`src/design/dfc_pkg.sv`:
```
package dfc_pkg;

  // register selector codes on the register port
  localparam logic [1:0] DFC_SEL_CTRL  = 2'h0;
  localparam logic [1:0] DFC_SEL_HIGH  = 2'h1;
  localparam logic [1:0] DFC_SEL_LOW   = 2'h2;

  // channel count and widths
  localparam int         DFC_NUM_CHAN  = 2;
  localparam int         DFC_CODE_W    = 12;

  // reset values
  localparam logic [7:0] DFC_CTRL_RST  = 8'h00;
  localparam logic [7:0] DFC_DATA_RST  = 8'h00;
  localparam logic [11:0] DFC_CODE_RST = 12'h000;

  // writable control bits: enable, mode, format
  localparam logic [7:0] DFC_CTRL_WMASK = 8'h9F;

  // update mode encodings
  localparam logic [1:0] DFC_MODE_DEMAND = 2'h0;
  localparam logic [1:0] DFC_MODE_TMR3   = 2'h1;
  localparam logic [1:0] DFC_MODE_TMR4   = 2'h2;
  localparam logic [1:0] DFC_MODE_TMR2   = 2'h3;

  // control register layout
  typedef struct packed {
    logic       dac_channel_enable;
    logic [1:0] unused;
    logic [1:0] dac_update_mode;
    logic [2:0] dac_word_format;
  } dfc_ctrl_t;

  // channel output toward the analog stage
  typedef struct packed {
    logic [11:0] code;
    logic        drive_en;
  } dfc_out_t;

  // pack high and low bytes into the converter code
  function automatic logic [11:0] dfc_pack_code(input logic [2:0] fmt,
                                                input logic [7:0] hi,
                                                input logic [7:0] lo);
    logic [11:0] c;
    c = {hi[3:0], lo[7:0]};
    if (fmt[2]) begin
      c = {hi[7:0], lo[7:4]};
    end else begin
      unique case (fmt[1:0])
        2'h0: c = {hi[3:0], lo[7:0]};
        2'h1: c = {hi[4:0], lo[7:1]};
        2'h2: c = {hi[5:0], lo[7:2]};
        2'h3: c = {hi[6:0], lo[7:3]};
      endcase
    end
    return c;
  endfunction : dfc_pack_code

endpackage : dfc_pkg

```
`src/design/dfc_channel.sv`:
```
`timescale 1ns/1ns
module dfc_channel (
  input  wire logic              i_sys_clk,
  input  wire logic              i_rst_n,
  input  wire logic              i_wr_ctrl,
  input  wire logic              i_wr_high,
  input  wire logic              i_wr_low,
  input  wire logic [7:0]        i_wdata,
  input  wire logic [3:0]        i_ovf_by_mode,
  output dfc_pkg::dfc_ctrl_t     o_ctrl,
  output logic [7:0]             o_high,
  output logic [7:0]             o_low,
  output dfc_pkg::dfc_out_t      o_out
);

  dfc_pkg::dfc_ctrl_t ctrl_q;
  logic [7:0]         high_q;
  logic [7:0]         low_q;
  logic [11:0]        code_q;
  logic               drive_q;

  // control register, unused bits forced to zero
  always_ff @(posedge i_sys_clk or negedge i_rst_n) begin
    if (!i_rst_n) begin
      ctrl_q <= dfc_pkg::DFC_CTRL_RST;
    end else if (i_wr_ctrl) begin
      ctrl_q <= i_wdata & dfc_pkg::DFC_CTRL_WMASK;
    end
  end

  // held data bytes
  always_ff @(posedge i_sys_clk or negedge i_rst_n) begin
    if (!i_rst_n) begin
      high_q <= dfc_pkg::DFC_DATA_RST;
      low_q  <= dfc_pkg::DFC_DATA_RST;
    end else begin
      if (i_wr_high) begin
        high_q <= i_wdata;
      end
      if (i_wr_low) begin
        low_q <= i_wdata;
      end
    end
  end

  // converter input latch
  always_ff @(posedge i_sys_clk or negedge i_rst_n) begin
    if (!i_rst_n) begin
      code_q <= dfc_pkg::DFC_CODE_RST;
    end else if (ctrl_q.dac_update_mode == dfc_pkg::DFC_MODE_DEMAND) begin
      if (i_wr_high) begin
        code_q <= dfc_pkg::dfc_pack_code(ctrl_q.dac_word_format, i_wdata, low_q);
      end
    end else if (i_ovf_by_mode[ctrl_q.dac_update_mode]) begin
      code_q <= dfc_pkg::dfc_pack_code(ctrl_q.dac_word_format, high_q, low_q);
    end
  end

  // output drive follows enable
  always_ff @(posedge i_sys_clk or negedge i_rst_n) begin
    if (!i_rst_n) begin
      drive_q <= 1'b0;
    end else begin
      drive_q <= ctrl_q.dac_channel_enable;
    end
  end

  assign o_ctrl       = ctrl_q;
  assign o_high       = high_q;
  assign o_low        = low_q;
  assign o_out.code     = code_q;
  assign o_out.drive_en = drive_q;

endmodule : dfc_channel

```
`src/design/dfc_top.sv`:
```
`timescale 1ns/1ns
module dfc_top (
  input  wire logic                     i_sys_clk,
  input  wire logic                     i_rst_n,
  input  wire logic                     i_wr_en,
  input  wire logic                     i_rd_en,
  input  wire logic                     i_chan_sel,
  input  wire logic [1:0]               i_reg_sel,
  input  wire logic [7:0]               i_wdata,
  input  wire logic                     i_tmr3_ovf,
  input  wire logic                     i_tmr4_ovf,
  input  wire logic                     i_tmr2_ovf,
  output logic [7:0]                    o_rdata,
  output logic                          o_rd_valid,
  output dfc_pkg::dfc_out_t [1:0]       o_chan_out
);

  logic                     rst_meta_q;
  logic                     rst_sync_q;
  logic [3:0]               ovf_by_mode;
  logic [1:0]               wr_ctrl;
  logic [1:0]               wr_high;
  logic [1:0]               wr_low;
  dfc_pkg::dfc_ctrl_t [1:0] ctrl_w;
  logic [7:0]               high_w [2];
  logic [7:0]               low_w  [2];
  dfc_pkg::dfc_out_t [1:0]  out_w;
  logic [7:0]               rdata_q;
  logic                     rd_valid_q;
  logic [7:0]               rdata_d;

  // reset release through two flops
  always_ff @(posedge i_sys_clk or negedge i_rst_n) begin
    if (!i_rst_n) begin
      rst_meta_q <= 1'b0;
      rst_sync_q <= 1'b0;
    end else begin
      rst_meta_q <= 1'b1;
      rst_sync_q <= rst_meta_q;
    end
  end

  // overflow pulse indexed by update mode
  assign ovf_by_mode = {i_tmr2_ovf, i_tmr4_ovf, i_tmr3_ovf, 1'b0};

  // per-channel write decode and instances
  generate
    for (genvar c = 0; c < dfc_pkg::DFC_NUM_CHAN; c++) begin : g_chan
      assign wr_ctrl[c] = i_wr_en && (i_chan_sel == 1'(c)) && (i_reg_sel == dfc_pkg::DFC_SEL_CTRL);
      assign wr_high[c] = i_wr_en && (i_chan_sel == 1'(c)) && (i_reg_sel == dfc_pkg::DFC_SEL_HIGH);
      assign wr_low[c]  = i_wr_en && (i_chan_sel == 1'(c)) && (i_reg_sel == dfc_pkg::DFC_SEL_LOW);

      dfc_channel u_chan (
        .i_sys_clk     (i_sys_clk),
        .i_rst_n       (rst_sync_q),
        .i_wr_ctrl     (wr_ctrl[c]),
        .i_wr_high     (wr_high[c]),
        .i_wr_low      (wr_low[c]),
        .i_wdata       (i_wdata),
        .i_ovf_by_mode (ovf_by_mode),
        .o_ctrl        (ctrl_w[c]),
        .o_high        (high_w[c]),
        .o_low         (low_w[c]),
        .o_out         (out_w[c])
      );
    end
  endgenerate

  // read multiplexer, unmapped selector reads zero
  always_comb begin
    rdata_d = 8'h00;
    unique case (i_reg_sel)
      dfc_pkg::DFC_SEL_CTRL: rdata_d = ctrl_w[i_chan_sel];
      dfc_pkg::DFC_SEL_HIGH: rdata_d = high_w[i_chan_sel];
      dfc_pkg::DFC_SEL_LOW:  rdata_d = low_w[i_chan_sel];
      default:               rdata_d = 8'h00;
    endcase
  end

  // registered read answer
  always_ff @(posedge i_sys_clk or negedge rst_sync_q) begin
    if (!rst_sync_q) begin
      rdata_q    <= 8'h00;
      rd_valid_q <= 1'b0;
    end else begin
      rd_valid_q <= i_rd_en;
      if (i_rd_en) begin
        rdata_q <= rdata_d;
      end
    end
  end

  assign o_rdata    = rdata_q;
  assign o_rd_valid = rd_valid_q;
  assign o_chan_out = out_w;

  // format 000 on demand update
  AST_FMT_000: assert property (@(posedge i_sys_clk) disable iff (!rst_sync_q)
    (wr_high[0] && ctrl_w[0].dac_update_mode == 2'h0 && ctrl_w[0].dac_word_format == 3'h0)
    |=> out_w[0].code == {$past(i_wdata[3:0], 1), low_w[0]})
    else $error("format 000 code wrong");

  // format 001 on demand update
  AST_FMT_001: assert property (@(posedge i_sys_clk) disable iff (!rst_sync_q)
    (wr_high[0] && ctrl_w[0].dac_update_mode == 2'h0 && ctrl_w[0].dac_word_format == 3'h1)
    |=> out_w[0].code == {$past(i_wdata[4:0], 1), low_w[0][7:1]})
    else $error("format 001 code wrong");

  // format 010 on demand update
  AST_FMT_010: assert property (@(posedge i_sys_clk) disable iff (!rst_sync_q)
    (wr_high[0] && ctrl_w[0].dac_update_mode == 2'h0 && ctrl_w[0].dac_word_format == 3'h2)
    |=> out_w[0].code == {$past(i_wdata[5:0], 1), low_w[0][7:2]})
    else $error("format 010 code wrong");

  // format 011 on demand update
  AST_FMT_011: assert property (@(posedge i_sys_clk) disable iff (!rst_sync_q)
    (wr_high[0] && ctrl_w[0].dac_update_mode == 2'h0 && ctrl_w[0].dac_word_format == 3'h3)
    |=> out_w[0].code == {$past(i_wdata[6:0], 1), low_w[0][7:3]})
    else $error("format 011 code wrong");

  // format 1xx on demand update
  AST_FMT_1XX: assert property (@(posedge i_sys_clk) disable iff (!rst_sync_q)
    (wr_high[0] && ctrl_w[0].dac_update_mode == 2'h0 && ctrl_w[0].dac_word_format[2])
    |=> out_w[0].code == {$past(i_wdata, 1), low_w[0][7:4]})
    else $error("format 1xx code wrong");

  // unused control bits read back zero
  AST_UNUSED_ZERO: assert property (@(posedge i_sys_clk) disable iff (!rst_sync_q)
    (i_rd_en && i_reg_sel == 2'h0) |=> o_rd_valid && o_rdata[6:5] == 2'b00)
    else $error("unused control bits not zero");

  // timer 4 overflow copies held bytes in mode 10
  AST_TMR4_COPY: assert property (@(posedge i_sys_clk) disable iff (!rst_sync_q)
    (ctrl_w[1].dac_update_mode == 2'h2 && i_tmr4_ovf && !wr_ctrl[1])
    |=> out_w[1].code == dfc_pkg::dfc_pack_code($past(ctrl_w[1].dac_word_format, 1),
                                                $past(high_w[1], 1), $past(low_w[1], 1)))
    else $error("timer 4 overflow did not update code");

  // timer modes hold code without their overflow
  AST_TMR_HOLD: assert property (@(posedge i_sys_clk) disable iff (!rst_sync_q)
    (ctrl_w[1].dac_update_mode != 2'h0 && !ovf_by_mode[ctrl_w[1].dac_update_mode])
    |=> $stable(out_w[1].code))
    else $error("code changed without overflow");

  // low byte write alone leaves code unchanged
  AST_LOW_HELD: assert property (@(posedge i_sys_clk) disable iff (!rst_sync_q)
    (wr_low[0] && ctrl_w[0].dac_update_mode == 2'h0) |=> $stable(out_w[0].code))
    else $error("low write changed code");

  // second channel writes leave first channel alone
  AST_CHAN_ISOLATE: assert property (@(posedge i_sys_clk) disable iff (!rst_sync_q)
    (i_wr_en && i_chan_sel) |=> ($stable(ctrl_w[0]) && $stable(high_w[0]) && $stable(low_w[0])))
    else $error("channel 1 write disturbed channel 0");

  // drive enable tracks enable bit one cycle later
  AST_DRIVE_EN: assert property (@(posedge i_sys_clk) disable iff (!rst_sync_q)
    $changed(ctrl_w[1].dac_channel_enable) |=> out_w[1].drive_en == $past(ctrl_w[1].dac_channel_enable, 1))
    else $error("drive enable does not follow enable bit");

  // second channel format 1xx on demand update
  AST_FMT_1XX_CH1: assert property (@(posedge i_sys_clk) disable iff (!rst_sync_q)
    (wr_high[1] && ctrl_w[1].dac_update_mode == 2'h0 && ctrl_w[1].dac_word_format[2])
    |=> out_w[1].code == {$past(i_wdata, 1), low_w[1][7:4]})
    else $error("second channel format 1xx code wrong");

  // timer 3 overflow copies held bytes in mode 01
  AST_TMR3_COPY: assert property (@(posedge i_sys_clk) disable iff (!rst_sync_q)
    (ctrl_w[1].dac_update_mode == 2'h1 && ctrl_w[1].dac_word_format[2] && i_tmr3_ovf)
    |=> out_w[1].code == {$past(high_w[1], 1), $past(low_w[1][7:4], 1)})
    else $error("timer 3 overflow did not update code");

  // timer 2 overflow copies held bytes in mode 11
  AST_TMR2_COPY: assert property (@(posedge i_sys_clk) disable iff (!rst_sync_q)
    (ctrl_w[1].dac_update_mode == 2'h3 && ctrl_w[1].dac_word_format[2] && i_tmr2_ovf)
    |=> out_w[1].code == {$past(high_w[1], 1), $past(low_w[1][7:4], 1)})
    else $error("timer 2 overflow did not update code");

  // on-demand mode changes code only on a high write
  AST_DEMAND_HOLD: assert property (@(posedge i_sys_clk) disable iff (!rst_sync_q)
    (ctrl_w[0].dac_update_mode == 2'h0 && !wr_high[0]) |=> $stable(out_w[0].code))
    else $error("code changed without high write");

  // second channel on-demand hold
  AST_DEMAND_HOLD_CH1: assert property (@(posedge i_sys_clk) disable iff (!rst_sync_q)
    (ctrl_w[1].dac_update_mode == 2'h0 && !wr_high[1]) |=> $stable(out_w[1].code))
    else $error("second channel code changed without high write");

  // control write keeps enable, mode and format, drops bits 6:5
  AST_CTRL_WR_CH0: assert property (@(posedge i_sys_clk) disable iff (!rst_sync_q)
    wr_ctrl[0] |=> (ctrl_w[0].dac_channel_enable == $past(i_wdata[7], 1) && ctrl_w[0].unused == 2'h0 &&
                    ctrl_w[0].dac_update_mode == $past(i_wdata[4:3], 1) &&
                    ctrl_w[0].dac_word_format == $past(i_wdata[2:0], 1)))
    else $error("control write stored wrong value");

  // second channel control write
  AST_CTRL_WR_CH1: assert property (@(posedge i_sys_clk) disable iff (!rst_sync_q)
    wr_ctrl[1] |=> (ctrl_w[1].dac_channel_enable == $past(i_wdata[7], 1) && ctrl_w[1].unused == 2'h0 &&
                    ctrl_w[1].dac_update_mode == $past(i_wdata[4:3], 1) &&
                    ctrl_w[1].dac_word_format == $past(i_wdata[2:0], 1)))
    else $error("second channel control write stored wrong value");

  // first channel writes leave second channel alone
  AST_CHAN_ISOLATE_CH1: assert property (@(posedge i_sys_clk) disable iff (!rst_sync_q)
    (i_wr_en && !i_chan_sel) |=> ($stable(ctrl_w[1]) && $stable(high_w[1]) && $stable(low_w[1])))
    else $error("channel 0 write disturbed channel 1");

  // first channel drive enable follows enable bit
  AST_DRIVE_EN_CH0: assert property (@(posedge i_sys_clk) disable iff (!rst_sync_q)
    $changed(ctrl_w[0].dac_channel_enable) |=> out_w[0].drive_en == $past(ctrl_w[0].dac_channel_enable, 1))
    else $error("first channel drive enable does not follow enable bit");

  // both codes zero and second channel drive off right after reset release
  AST_RESET_IDLE: assert property (@(posedge i_sys_clk)
    $rose(rst_sync_q) |-> (!out_w[1].drive_en && out_w[0].code == 12'h000 && out_w[1].code == 12'h000))
    else $error("channel not idle after reset");

  // control clear after reset release
  AST_RESET_CLEAR: assert property (@(posedge i_sys_clk)
    $rose(rst_sync_q) |-> (ctrl_w[0] == 8'h00 && ctrl_w[1] == 8'h00 && !out_w[0].drive_en))
    else $error("control not cleared by reset");

endmodule : dfc_top

```
`config.mk`:
```
export PLATFORM = sky130hd
export DESIGN_NAME = dfc_top
export DESIGN_NICKNAME = d
export VERILOG_FILES = /design/src/design/dfc_pkg.sv /design/src/design/dfc_channel.sv /design/src/design/dfc_top.sv
export SDC_FILE = /design/constraint.sdc
export NUM_CORES = 1
export LEC_CHECK = 0
export ABC_AREA = 1
export BUFFER_PORTS_ARGS = -buffer_cell sky130_fd_sc_hd__clkbuf_2
export CAP_MARGIN = 10
export CORE_UTILIZATION = 42
export CTS_BUF_LIST = sky130_fd_sc_hd__clkbuf_8 sky130_fd_sc_hd__clkbuf_16
export DETAILED_ROUTE_END_ITERATION = 10
export PLACE_DENSITY = 0.6
export RECOVER_POWER = 50
export SYNTH_ARGS = -nofsm -noshare
export SYNTH_HDL_FRONTEND = slang
export SYNTH_SLANG_ARGS = --single-unit
```
`constraint.sdc`:
```
create_clock -name i_sys_clk -period 7.3 [get_ports i_sys_clk]
set_input_delay 0.365 -clock i_sys_clk [delete_from_list [all_inputs] [get_ports i_sys_clk]]
set_output_delay 0.365 -clock i_sys_clk [all_outputs]
set_load 0.05 [all_outputs]
```
# Word level (Yosys, flattened, before mapping)
# Cells that the tools add are included.
word_totals:
  reg_bits: 81
  input_bits: 18
op_classes:
  magnitude_cmp: 4
  eq_ne: 10
  mux: 27
  n_bitwise: 2
  n_reduce_logical: 17
ops:
  columns: ["op", "n"]
  rows:
  - ["case mux 12 bit (4 select lines)", 4]
  - ["two-way mux 12 bit", 10]
  - ["two-way mux 8 bit", 8]
  - ["case mux 8 bit (3 select lines)", 1]
  - ["== test 2 bit, second input constant", 5]
  - ["zero test 2 bit", 5]
  - ["logical AND 1 bit", 8]
  - ["== test 2 x 1 -> 1 bit, second input constant", 3]
  - ["less-than comparator 2 x 3 -> 1 bit, second input constant", 2]
  - ["binary-select mux 1 bit (select 2 bit)", 2]
  - ["inequality test 2 x 1 -> 1 bit, second input constant", 2]
  - ["AND reduction 2 bit", 2]
  - ["nonzero test 2 bit", 2]
  - [">= comparator 2 bit, second input constant", 1]
  - ["less-than comparator 1 x 2 -> 1 bit, second input constant", 1]
  - ["two-way mux 1 bit", 2]
  - ["inverter 1 -> 2 bit", 1]
  - ["inverter 1 bit", 1]

# Logic depth before layout (Yosys ltp)
# Gate-level depths: netlist of run 1.
depth:
  ltp_word: 5
  depth_mapped: 11
  depth_no_buf: 10

# Modules after synthesis
# From an unflattened synthesis of run 1, not the netlist that was laid out.
unflattened:
  cells_unflattened: 801
  hier_area_um2: 5445.2
modules_own_cells:
  columns: ["module", "instances", "cells_each", "area_each_um2", "seq_area_each_um2"]
  rows:
  - ["dfc_channel", 2, 310, 2199.6, 875.8]
  - ["dfc_top", 1, 181, 1046.0, 275.3]

# Least setup slack after synthesis of run 1
# OpenSTA, ideal clock, no wires.
synth_path:
  kind: "register -> register"
  from: "reg g_chan[1].u_chan.ctrl_q (netlist bit g_chan[1].u_chan.o_ctrl[1])"
  to: "reg g_chan[1].u_chan.code_q[8]"
  setup_ns: 0.118
  arrival_ns: 1.150
  required_time_ns: 7.182
  path_slack_ns: 6.032
  stages_incl_launch_ff: 10
  path_buffers: 1
  synth_period_minus_slack_ns: 1.268
  path_cell_list: "dfrtp_1 buf_4 nand2_1 inv_1 nand2_1 nand3_1 o21ai_0 nand2_1 nand2_1 nand2_1"
synth_between:
  elab_chain_cells: 5
  word_cells_on_any_way: 11
  classes_between: "3 x eq/ne; 7 x mux; 1 x reduce/logical"
synth_rtl:
  columns: ["element", "line_no", "rtl"]
  rows:
  - ["start: declaration", "dfc_channel.sv:16", "dfc_pkg::dfc_ctrl_t ctrl_q;"]
  - ["start signal: assignment", "dfc_channel.sv:25", "ctrl_q <= dfc_pkg::DFC_CTRL_RST;"]
  - ["start signal: assignment", "dfc_channel.sv:27", "ctrl_q <= i_wdata & dfc_pkg::DFC_CTRL_WMASK;"]
  - ["== test 2 bit, or another cell as far along", "dfc_pkg.sv:49", "unique case (fmt[1:0])"]
  - ["case mux 12 bit (4 select lines)", "dfc_pkg.sv:49", null]
  - ["two-way mux 12 bit", "dfc_pkg.sv:46", "if (fmt[2]) begin"]
  - ["two-way mux 12 bit, on equally long branches", "dfc_channel.sv:54, dfc_channel.sv:51", null]
  - ["two-way mux 12 bit *", "dfc_channel.sv:50", "end else if (ctrl_q.dac_update_mode == dfc_pkg::DFC_MODE_DEMAND) begin"]
  - ["end signal: assignment", "dfc_channel.sv:49", "code_q <= dfc_pkg::DFC_CODE_RST;"]
  - ["end signal: assignment", "dfc_channel.sv:52", "code_q <= dfc_pkg::dfc_pack_code(ctrl_q.dac_word_format, i_wdata, low_q);"]
  - ["end signal: assignment", "dfc_channel.sv:55", "code_q <= dfc_pkg::dfc_pack_code(ctrl_q.dac_word_format, high_q, low_q);"]
  - ["end: declaration", "dfc_channel.sv:19", "logic [11:0] code_q;"]
# Every way passes the cells marked *; elsewhere a longest branch is shown, timed or not. The select of a mux whose other input is x is not followed.
# A chain may end at the register's enable or synchronous reset.

==> results.json, run 1 <==
{
  "insertion_delay_ns": 0.35,
  "power_density_nw_per_um2": 356.6,
  "std_cell_rows": 39,
  "path_max_fanout": 79,
  "path_class": "register to async pin",
  "finalSetupViolCount": 0,
  "clk_pin_slew_ns": 0.06,
  "antenna_found_initial": 0,
  "ys_seq_area_share_pct": 41.01,
  "required_ns": 7.05,
  "fillers": 1246,
  "synth_seq_cells": 81,
  "antenna_left": 0,
  "final_common_cell": "nand2_1",
  "clkSinkCount": 81,
  "core_area_um2": 11420,
  "finalCritPeriodShare_pct": 42.96,
  "cts_buffers": 9,
  "end_kind": "async pin",
  "grt_pass1_vias": 4710,
  "die_x_um": 110.5,
  "hold_slack_ns": 0.2581,
  "drc": 0,
  "synthFlopType": "dfrtp_1",
  "synth_nets": 731,
  "cts_root_buf": "clkbuf_16",
  "gp_congestion": 0.9326,
  "syn-cell-area_um2": 4942,
  "cts_tree": "yes",
  "viasPerCell": 5.517,
  "worst_pin_slew_ns": 3.168,
  "clockBufferDepth": 2,
  "area_growth_syn_to_layout_pct": 8.633,
  "io_buffer_count": 52,
  "grt_start_max_net_pins": 80,
  "dp_hpwl_mm": 11.23,
  "htree_levels": 3,
  "hold_path.class": "input pin to register",
  "drive_gt1_share_pct": 6.711,
  "wl_per_cell_um": 17.55,
  "multi_input_area_um2": 2372,
  "hold_viol_final": 0,
  "arrival_ns": 2.88,
  "track_usage_pct": 26.78,
  "maxCapViolations": 1,
  "peakVddDrop_uv": 256.2,
  "syn_inst": 713,
  "io_pins": 53,
  "routed_wl_mm": 15.58,
  "dieArea_um2": 12200,
  "p_leak_uw": 0.002642,
  "die_h_um": 110.5,
  "dr.pass1.iters": 6,
  "ys_warn_count": 0,
  "vias": 4899,
  "skew_ns": 0.004565,
  "final_cell_mix": "nand2_1 (246), o21ai_0 (95), dfrtp_1 (81)",
  "status": "finished with violations",
  "grt.overflow.total": 0,
  "relSlewSlack_pct": -111.2,
  "fmax_mhz": 318.8,
  "cts_resized": 0,
  "synth_cell_types": 27,
  "synth_edf_count": 0,
  "register_area_um2": 2027,
  "num_antenna_cells": 0,
  "grt_first_pass_wirelength_mm": 25.36,
  "floorplan.initialDensity_pct": 43.28,
  "nets": 758,
  "drtIter0Drc": 408,
  "finalSetupTns_ns": 0,
  "grt_setup_unrepaired": "no",
  "synth-async-reset-ratio_pct": 100.0,
  "synth_area_per_cell_um2": 6.932,
  "start_kind": "register",
  "report.final.slew_viol_count": 80,
  "violations": "max-capacitance violations, max-slew violations",
  "post-route-min-period_ns": 3.136
}
[final cells by class]
class                           count  area share, %
Inverter                           77          5.407
Timing Repair Buffer               53          4.195
Tap cell                          143          3.333
Clock inverter                      5         0.4195
Sequential cell                    81          37.75
Multi-Input combinational cell    518          44.19
Clock buffer                       11          4.708
[cells in the mapped netlist (4+ instances only)]
cell type | count | area share, %
nand2_4 | 4 | 0.91
inv_1 | 70 | 5.3
nand2_1 | 244 | 19
inv_2 | 6 | 0.46
nor2_1 | 16 | 1.2
nor2_4 | 4 | 0.91
buf_4 | 6 | 0.91
o211ai_1 | 10 | 1.5
o22ai_1 | 9 | 1.1
dfrtp_1 | 81 | 41
a31oi_1 | 4 | 0.51
buf_2 | 17 | 1.7
clkbuf_1 | 9 | 0.68
o21ai_0 | 95 | 9.6
nand4_1 | 6 | 0.76
nand2_2 | 4 | 0.51
a21oi_1 | 58 | 5.9
buf_6 | 5 | 1.1
o21ai_1 | 5 | 0.51
nand3_1 | 51 | 5.2
[routing by layer]
| layer | vias up | GRT usage, % | share of wire (%) |
|---|---|---|---|
| met3 | 39 | 3.019 | 5.3 |
| met2 | 201 | 42.61 | 48 |
| met4 | 0 | 14.22 | 3.6 |
| met1 | 2290 | 35.80 | 43 |
| li1 | 2369 | - | - |
| met5 | - | 0 | 0 |
[power breakdown]
part / leakage [uW] / total, uW / internal [uW] / switching (uW)
Sequential: 0.00100 / 708 / 569 / 139
Clock: 0.000148 / 421 / 244 / 176
Combinational: 0.00149 / 785 / 187 / 598
Total: 0.00264 / 1910 / 1000 / 914
[tightest hold or removal path, delay by kind of cell]
kind,cells,cell delay (ns)
and+or+nand+nor,1,0.05
AOI/OAI and AO/OA,1,0.06
buffers and inverters,1,0.09
[worst paths after layout]
kind	from	end	slack, ns	cells after the start
worst max-delay path	rst_sync_q	g_chan[0].u_chan.code_q[3]	4.16	0
worst min-delay path	i_wdata[7]	g_chan[0].u_chan.o_high[7]	0.26	3
worst max register to register	rst_sync_q	g_chan[0].u_chan.code_q[3]	4.16	0
worst min register to register	rst_meta_q	rst_sync_q	0.36	0
max in group i_sys_clk	i_chan_sel	g_chan[0].u_chan.code_q[2]	4.40	10
min in group asynchronous	i_rst_n	rst_meta_q	0.34	2
[state kept, by name, summed over array words and instances (netlist names)]
name / flops
g_chan.u_chan.o_high: 16
g_chan.u_chan.drive_q: 2
o_rdata: 8
g_chan.u_chan.code_q: 24
rst_sync_q: 1
g_chan.u_chan.o_ctrl: 12
rst_meta_q: 1
g_chan.u_chan.o_low: 16
o_rd_valid: 1
[cells by family after synthesis]
| family | Yosys count | share of synthesized area, % |
|---|---|---|
| other cells | 1 | 0.07588 |
| flops | 81 | 41.01 |
| buf+inv | 114 | 10.40 |
| simple gates | 332 | 28.66 |
| compound gates | 185 | 19.85 |
[metrics by stage]
step | instance area [um2] | instances | setup WS (ns) | total power, uW | util [%]
floorplan | 4942 | 713 | 4.877 | 1314 | -
global placement | 5165 | 871 | 5.288 | 1506 | 45.23
finish | 5369 | 888 | 4.164 | 1914 | 47.02
detailed placement | 5165 | 871 | 5.235 | 1515 | 45.23
CTS | 5450 | 888 | 5.214 | 1943 | 47.73
global route | 5369 | 888 | 3.440 | 2040 | 47.02
[repair_timing]
| action | 4_1_cts | 5_1_grt |
|---|---|---|
| buffers inserted | 0 | 0 |
| hold buffers | 1 | 0 |
| hold endpoints to repair | 2 | 0 |
No activity file was read; power rests on OpenSTA's default activity.
==> run 2: changes to the inputs <==
--- a/config.mk
+++ b/config.mk
@@ -11,7 +11,7 @@
 export CORE_UTILIZATION = 42
 export CTS_BUF_LIST = sky130_fd_sc_hd__clkbuf_8 sky130_fd_sc_hd__clkbuf_16
 export DETAILED_ROUTE_END_ITERATION = 10
-export PLACE_DENSITY = 0.6
+export PLACE_DENSITY = 0.63
 export RECOVER_POWER = 50
 export SYNTH_ARGS = -nofsm -noshare
 export SYNTH_HDL_FRONTEND = slang
==> constraint.sdc (replaced) <==
create_clock -name i_sys_clk -period 2.8 [get_ports i_sys_clk]
set_input_delay 0.14 -clock i_sys_clk [delete_from_list [all_inputs] [get_ports i_sys_clk]]
set_output_delay 0.14 -clock i_sys_clk [all_outputs]
set_load 0.05 [all_outputs]
==> results.json, run 2 (synthesis gave the netlist of run 1 again) <==
{
  "status": "finished with violations",
  "violations": "max-capacitance violations, max-slew violations",
  "insertion_delay_ns": 0.35,
  "vias": 4927,
  "fmax_mhz": 465.1,
  "crit_top_cell": "nand2_1",
  "required_ns": 3.09,
  "p_leak_uw": 0.002662,
  "std_cell_rows": 39,
  "cts_root_buf": "clkbuf_16",
  "power_density_nw_per_um2": 953.5,
  "io_pins": 53,
  "grt_start_max_net_pins": 80,
  "area_growth_syn_to_layout_pct": 9.949,
  "routed_wl_mm": 15.07,
  "fillers": 1216,
  "peakVddDrop_uv": 608.0,
  "dp_hpwl_mm": 10.60,
  "nets": 760,
  "path_cells": "clkbuf_1 -> clkinv_4 -> nand2_1 -> nor2_1 -> nand2_2 -> nand2_4 -> inv_2 -> a21oi_2 -> nand2_1 -> nand2_1",
  "drive_gt1_share_pct": 6.827,
  "antenna_found_initial": 0,
  "finalCritPeriodShare_pct": 76.79,
  "report.final.slew_viol_count": 80,
  "hold_path.class": "input pin to register",
  "grt_setup_unrepaired": "no",
  "drc": 0,
  "clkSinkCount": 81,
  "max_stage_delay_ns": 0.74,
  "path_max_fanout": 25,
  "num_antenna_cells": 0,
  "wl_per_cell_um": 16.94,
  "cts_tree": "yes",
  "grt_pass1_vias": 4817,
  "die_x_um": 110.5,
  "timing.rr.start": "g_chan[1].u_chan.o_ctrl[1]",
  "largest_register_ffs": 24,
  "track_usage_pct": 26.08,
  "htree_levels": 3,
  "drtIter0Drc": 440,
  "floorplan.initialDensity_pct": 43.28,
  "cp_slowest_cell": "nor2_1",
  "start_kind": "input pin",
  "finalSetupTns_ns": 0,
  "worst-path-buf-inv": 3,
  "top_register": "g_chan.u_chan.code_q",
  "maxCapViolations": 1,
  "path_class": "input pin to register",
  "hold_viol_final": 0,
  "cts_buffers": 9,
  "die_h_um": 110.5,
  "dieArea_um2": 12200,
  "clockBufferDepth": 2,
  "finalSetupViolCount": 0,
  "arrival_ns": 2.44,
  "crit_family": "simple AND/OR/NAND/NOR gates",
  "io_buffer_count": 52,
  "gp_congestion": 0.8778,
  "layout_setup_ws_ns": 0.6500,
  "post-route-min-period_ns": 2.150,
  "end_kind": "register",
  "grt.overflow.total": 0,
  "final_common_cell": "nand2_1",
  "relSlewSlack_pct": -16.64,
  "pre_cts_slack_ns": 0.7104,
  "core_area_um2": 11420,
  "hold_start": "i_wdata[7]",
  "grt_first_pass_wirelength_mm": 24.96,
  "cts_resized": 0,
  "final_cell_mix": "nand2_1 (246), o21ai_0 (95), dfrtp_1 (80)",
  "skew_ns": 0.008869,
  "critical_path.startpoint": "i_chan_sel",
  "viasPerCell": 5.536,
  "dr.pass1.iters": 5,
  "antenna_left": 0,
  "worst_pin_slew_ns": 1.750,
  "clk_pin_slew_ns": 0.06
}
[run 2: what timing repair did]
action	4_1_cts	5_1_grt
hold buffers	1	0
hold endpoints to repair	2	0
setup buffers	0	0
[run 2: path summary, 6_finish.rpt]
path	cells after the start	slack [ns]	to
worst min register to register	0	0.36	rst_sync_q
worst max register to register	7	0.69	g_chan[1].u_chan.code_q[8]
worst max-delay path	10	0.65	g_chan[0].u_chan.code_q[2]
max in group asynchronous	0	1.01	g_chan[0].u_chan.code_q[10]
min in group asynchronous	2	0.11	rst_meta_q
worst min-delay path	3	0.02	g_chan[0].u_chan.o_high[7]
[run 2: layer usage]
layer,global-route usage [%],part of all wire (%)
met1,35.43,44
met2,38.96,45
met3,4.281,6.9
met4,15.73,4.2
met5,0,0
[run 2: worst register-to-register path: stages, from the launching register on]
cell     delay [ns]
dfrtp_1        0.55
nor2_1         0.75
inv_1          0.22
o21ai_0        0.22
o21ai_0        0.13
nand2_1        0.08
nand2_1        0.05
nand2_1        0.06
[run 2: stage by stage]
step | cell area (um2) | util (%) | instances | hold WS (ns) | total power, uW
after global routing | 5434 | 47.59 | 890 | 0.02909 | 5508
after floorplan | 4942 | - | 713 | -0.1556 | 3426
final | 5434 | 47.59 | 890 | 0.01598 | 5182
after global placement | 5180 | 45.36 | 873 | -0.07420 | 3917
after CTS | 5513 | 48.28 | 890 | 0.01521 | 5247
after detailed placement | 5180 | 45.36 | 873 | -0.07079 | 3938
[run 2: power breakdown]
part	switching (uW)	internal (uW)
clock	497	801
sequential	330	1480
combinational	1580	492
[run 2: cell type report]
type | count | area [um2] | share of cell area [%]
clock buffers | 10 | 239.0 | 4.398
clock inverters | 6 | 83.83 | 1.543
inverters | 77 | 294.0 | 5.411
multi-input cells | 518 | 2372 | 43.66
flip-flops and latches | 81 | 2028 | 37.32
well taps | 143 | 178.9 | 3.293
repair buffers | 55 | 237.7 | 4.375
==> run 3: changes to the inputs <==
--- a/config.mk
+++ b/config.mk
@@ -5,13 +5,13 @@
 export SDC_FILE = /design/constraint.sdc
 export NUM_CORES = 1
 export LEC_CHECK = 0
-export ABC_AREA = 1
+export ABC_AREA = 0
 export BUFFER_PORTS_ARGS = -buffer_cell sky130_fd_sc_hd__clkbuf_2
 export CAP_MARGIN = 10
 export CORE_UTILIZATION = 42
 export CTS_BUF_LIST = sky130_fd_sc_hd__clkbuf_8 sky130_fd_sc_hd__clkbuf_16
 export DETAILED_ROUTE_END_ITERATION = 10
-export PLACE_DENSITY = 0.63
+export PLACE_DENSITY = 0.6
 export RECOVER_POWER = 50
 export SYNTH_ARGS = -nofsm -noshare
 export SYNTH_HDL_FRONTEND = slang
==> constraint.sdc (replaced) <==
create_clock -name i_sys_clk -period 2 [get_ports i_sys_clk]
set_input_delay 0.1 -clock i_sys_clk [delete_from_list [all_inputs] [get_ports i_sys_clk]]
set_output_delay 0.1 -clock i_sys_clk [all_outputs]
set_load 0.05 [all_outputs]
==> results.json, run 3 <==
{
  "ys_seq_area_share_pct": 42.42,
  "floorplan.initialDensity_pct": 43.51,
  "power_density_nw_per_um2": 1319,
  "maxCapViolations": 0,
  "dp_hpwl_mm": 8.793,
  "syn_inst": 423,
  "largest_register_ffs": 24,
  "routed_wl_mm": 12.30,
  "viasPerCell": 5.864,
  "final_cell_mix": "dfrtp_1 (80), nand2_1 (58), clkbuf_2 (45)",
  "path_class": "register to register",
  "synth.area.top_cells": "dfrtp_1 (42%), mux4_2 (12%), mux2_2 (11%), mux2i_1 (8.2%), nand2_1 (4.6%)",
  "synth_edf_count": 0,
  "drive_gt1_share_pct": 36.66,
  "die_x_um": 108.7,
  "dieArea_um2": 11810,
  "synth_common_cells": "dfrtp_1 (81), nand2_1 (58), mux2_2 (45)",
  "required_ns": 2.23,
  "clk_pin_slew_ns": 0.06,
  "area_growth_syn_to_layout_pct": 17.62,
  "grt.overflow.total": 0,
  "gp_congestion": 0.8366,
  "worst_pin_slew_ns": 0.6935,
  "report.final.slew_viol_count": 0,
  "finalCritPeriodShare_pct": 96.56,
  "final_common_cell": "dfrtp_1",
  "yosysMostFrequentCell": "dfrtp_1",
  "synth_nets": 441,
  "std_cell_rows": 38,
  "hold_path.class": "input pin to async pin",
  "wl_per_cell_um": 19.49,
  "skew_ns": 0.008391,
  "cts_buffers": 9,
  "syn-cell-area_um2": 4778,
  "p_leak_uw": 0.002510,
  "synth_cell_types": 51,
  "drc": 0,
  "insertion_delay_ns": 0.35,
  "antenna_left": 0,
  "peakVddDrop_uv": 614.3,
  "grt_start_max_net_pins": 68,
  "drtIter0Drc": 182,
  "start_kind": "register",
  "path_max_fanout": 10,
  "synth-async-reset-ratio_pct": 100.0,
  "synth_area_per_cell_um2": 11.30,
  "grt_pass1_vias": 3629,
  "final_cells": 631,
  "die_h_um": 108.7,
  "htree_levels": 3,
  "synth.top_cell.area_share_pct": 42.42,
  "fmax_mhz": 517.8,
  "cts_root_buf": "clkbuf_16",
  "track_usage_pct": 23.33,
  "vias": 3700,
  "clockBufferDepth": 2,
  "hold_viol_final": 0,
  "end_kind": "register",
  "place_inst": 613,
  "ys_warn_count": 0,
  "arrival_ns": 2.16,
  "hold_slack_ns": 0.07194,
  "antenna_found_initial": 0,
  "io_buffer_count": 52,
  "yosys.area.top_type": "dfrtp_1",
  "relSlewSlack_pct": 53.76,
  "top_register": "g_chan.u_chan.code_q",
  "core_area_um2": 10980,
  "grt_setup_unrepaired": "yes",
  "synthFlopType": "dfrtp_1",
  "post-route-min-period_ns": 1.931,
  "dr.pass1.iters": 4,
  "io_pins": 53,
  "grt_first_pass_wirelength_mm": 20.34,
  "status": "complete, no violations",
  "synth_seq_cells": 81,
  "cts_tree": "yes",
  "finalSetupViolCount": 0,
  "nets": 504,
  "num_antenna_cells": 0,
  "clkSinkCount": 81
}
[run 3: cell count changes after synthesis, sizes merged, moves of 46 or more]
cell	previous run	this run
mux2	0	46
nand3	51	3
a21oi	60	10
o21ai	100	12
inv	76	9
nand2	252	58
[run 3: layout make-up]
cell class / count / area [um2]
multi-input combinational: 297 / 2560
inverter: 9 / 33.78
clock buffer: 12 / 266.5
fill: 1004 / 5363
sequential: 81 / 2028
clock inverter: 4 / 27.53
tap: 140 / 175.2
timing repair buffer: 88 / 529.3
[run 3: logic make-up after synthesis]
kind of cell / after synthesis / share of synthesized area, %
flops: 81 / 42.42
compound gates: 67 / 10.34
buf+inv: 45 / 4.190
simple gates: 118 / 11.70
mux: 111 / 31.26
other cells: 1 / 0.07848
[run 3: final timing paths]
kind / startpoint / to / slack, ns / depth (start not counted)
worst max-delay path: g_chan[0].u_chan.o_ctrl[0] / g_chan[0].u_chan.code_q[8] / 0.07 / 3
worst max register to register: g_chan[0].u_chan.o_ctrl[0] / g_chan[0].u_chan.code_q[8] / 0.07 / 3
max in group asynchronous: rst_sync_q / g_chan[0].u_chan.o_ctrl[0] / 1.01 / 1
worst min-delay path: i_rst_n / rst_sync_q / 0.07 / 2
worst min register to register: rst_sync_q / g_chan[1].u_chan.code_q[4] / 0.23 / 0
min in group i_sys_clk: i_wdata[7] / g_chan[1].u_chan.o_high[7] / 0.14 / 3
[run 3: per-stage QoR]
| step | setup TNS [ns] | setup slack (ns) | utilization, % | area [um2] | power (uW) |
|---|---|---|---|---|---|
| 2_1_floorplan | 0 | 0.08370 | - | 4785 | 5010 |
| 3_3_place_gp | -0.04456 | -0.01306 | 48.47 | 5324 | 5751 |
| 3_5_place_dp | -0.2880 | -0.08064 | 48.47 | 5324 | 5819 |
| 4_1_cts | 0 | 0.05557 | 51.25 | 5629 | 7472 |
| 5_1_grt | -0.006010 | -0.006010 | 51.17 | 5620 | 7833 |
| 6_report | 0 | 0.06884 | 51.17 | 5620 | 7414 |
[run 3: per-layer routing]
layer,wire (um),track usage (%),up-vias,part of all wire (%)
met5,0,0,-,0
met4,236,8.977,0,1.9
met3,940,4.543,19,7.6
met2,5572,33.63,142,45
met1,5551,34.59,1851,45
li1,-,-,1688,-
[run 3: power breakdown]
| group | internal (uW) | switching, uW | leakage, uW |
|---|---|---|---|
| registers | 2100 | 488 | 0.000980 |
| clock network | 941 | 678 | 0.000142 |
| logic | 1260 | 1950 | 0.00139 |
| total | 4300 | 3110 | 0.00251 |
[run 3: worst max-delay path, cell delays in order, from the launching register on]
cell and delay, ns:
dfrtp_2 0.53, mux4_2 0.54, mux4_2 0.47, mux2_4 0.26
[run 3: timing repair]
item / in CTS / in global routing
resized for setup: 1 / 1
setup endpoints to repair: 4 / 2
buffers inserted: 0 / 1
endpoints found under the hold margin: 2 / 0
hold buffers: 1 / 0
cloned: 0 / 0
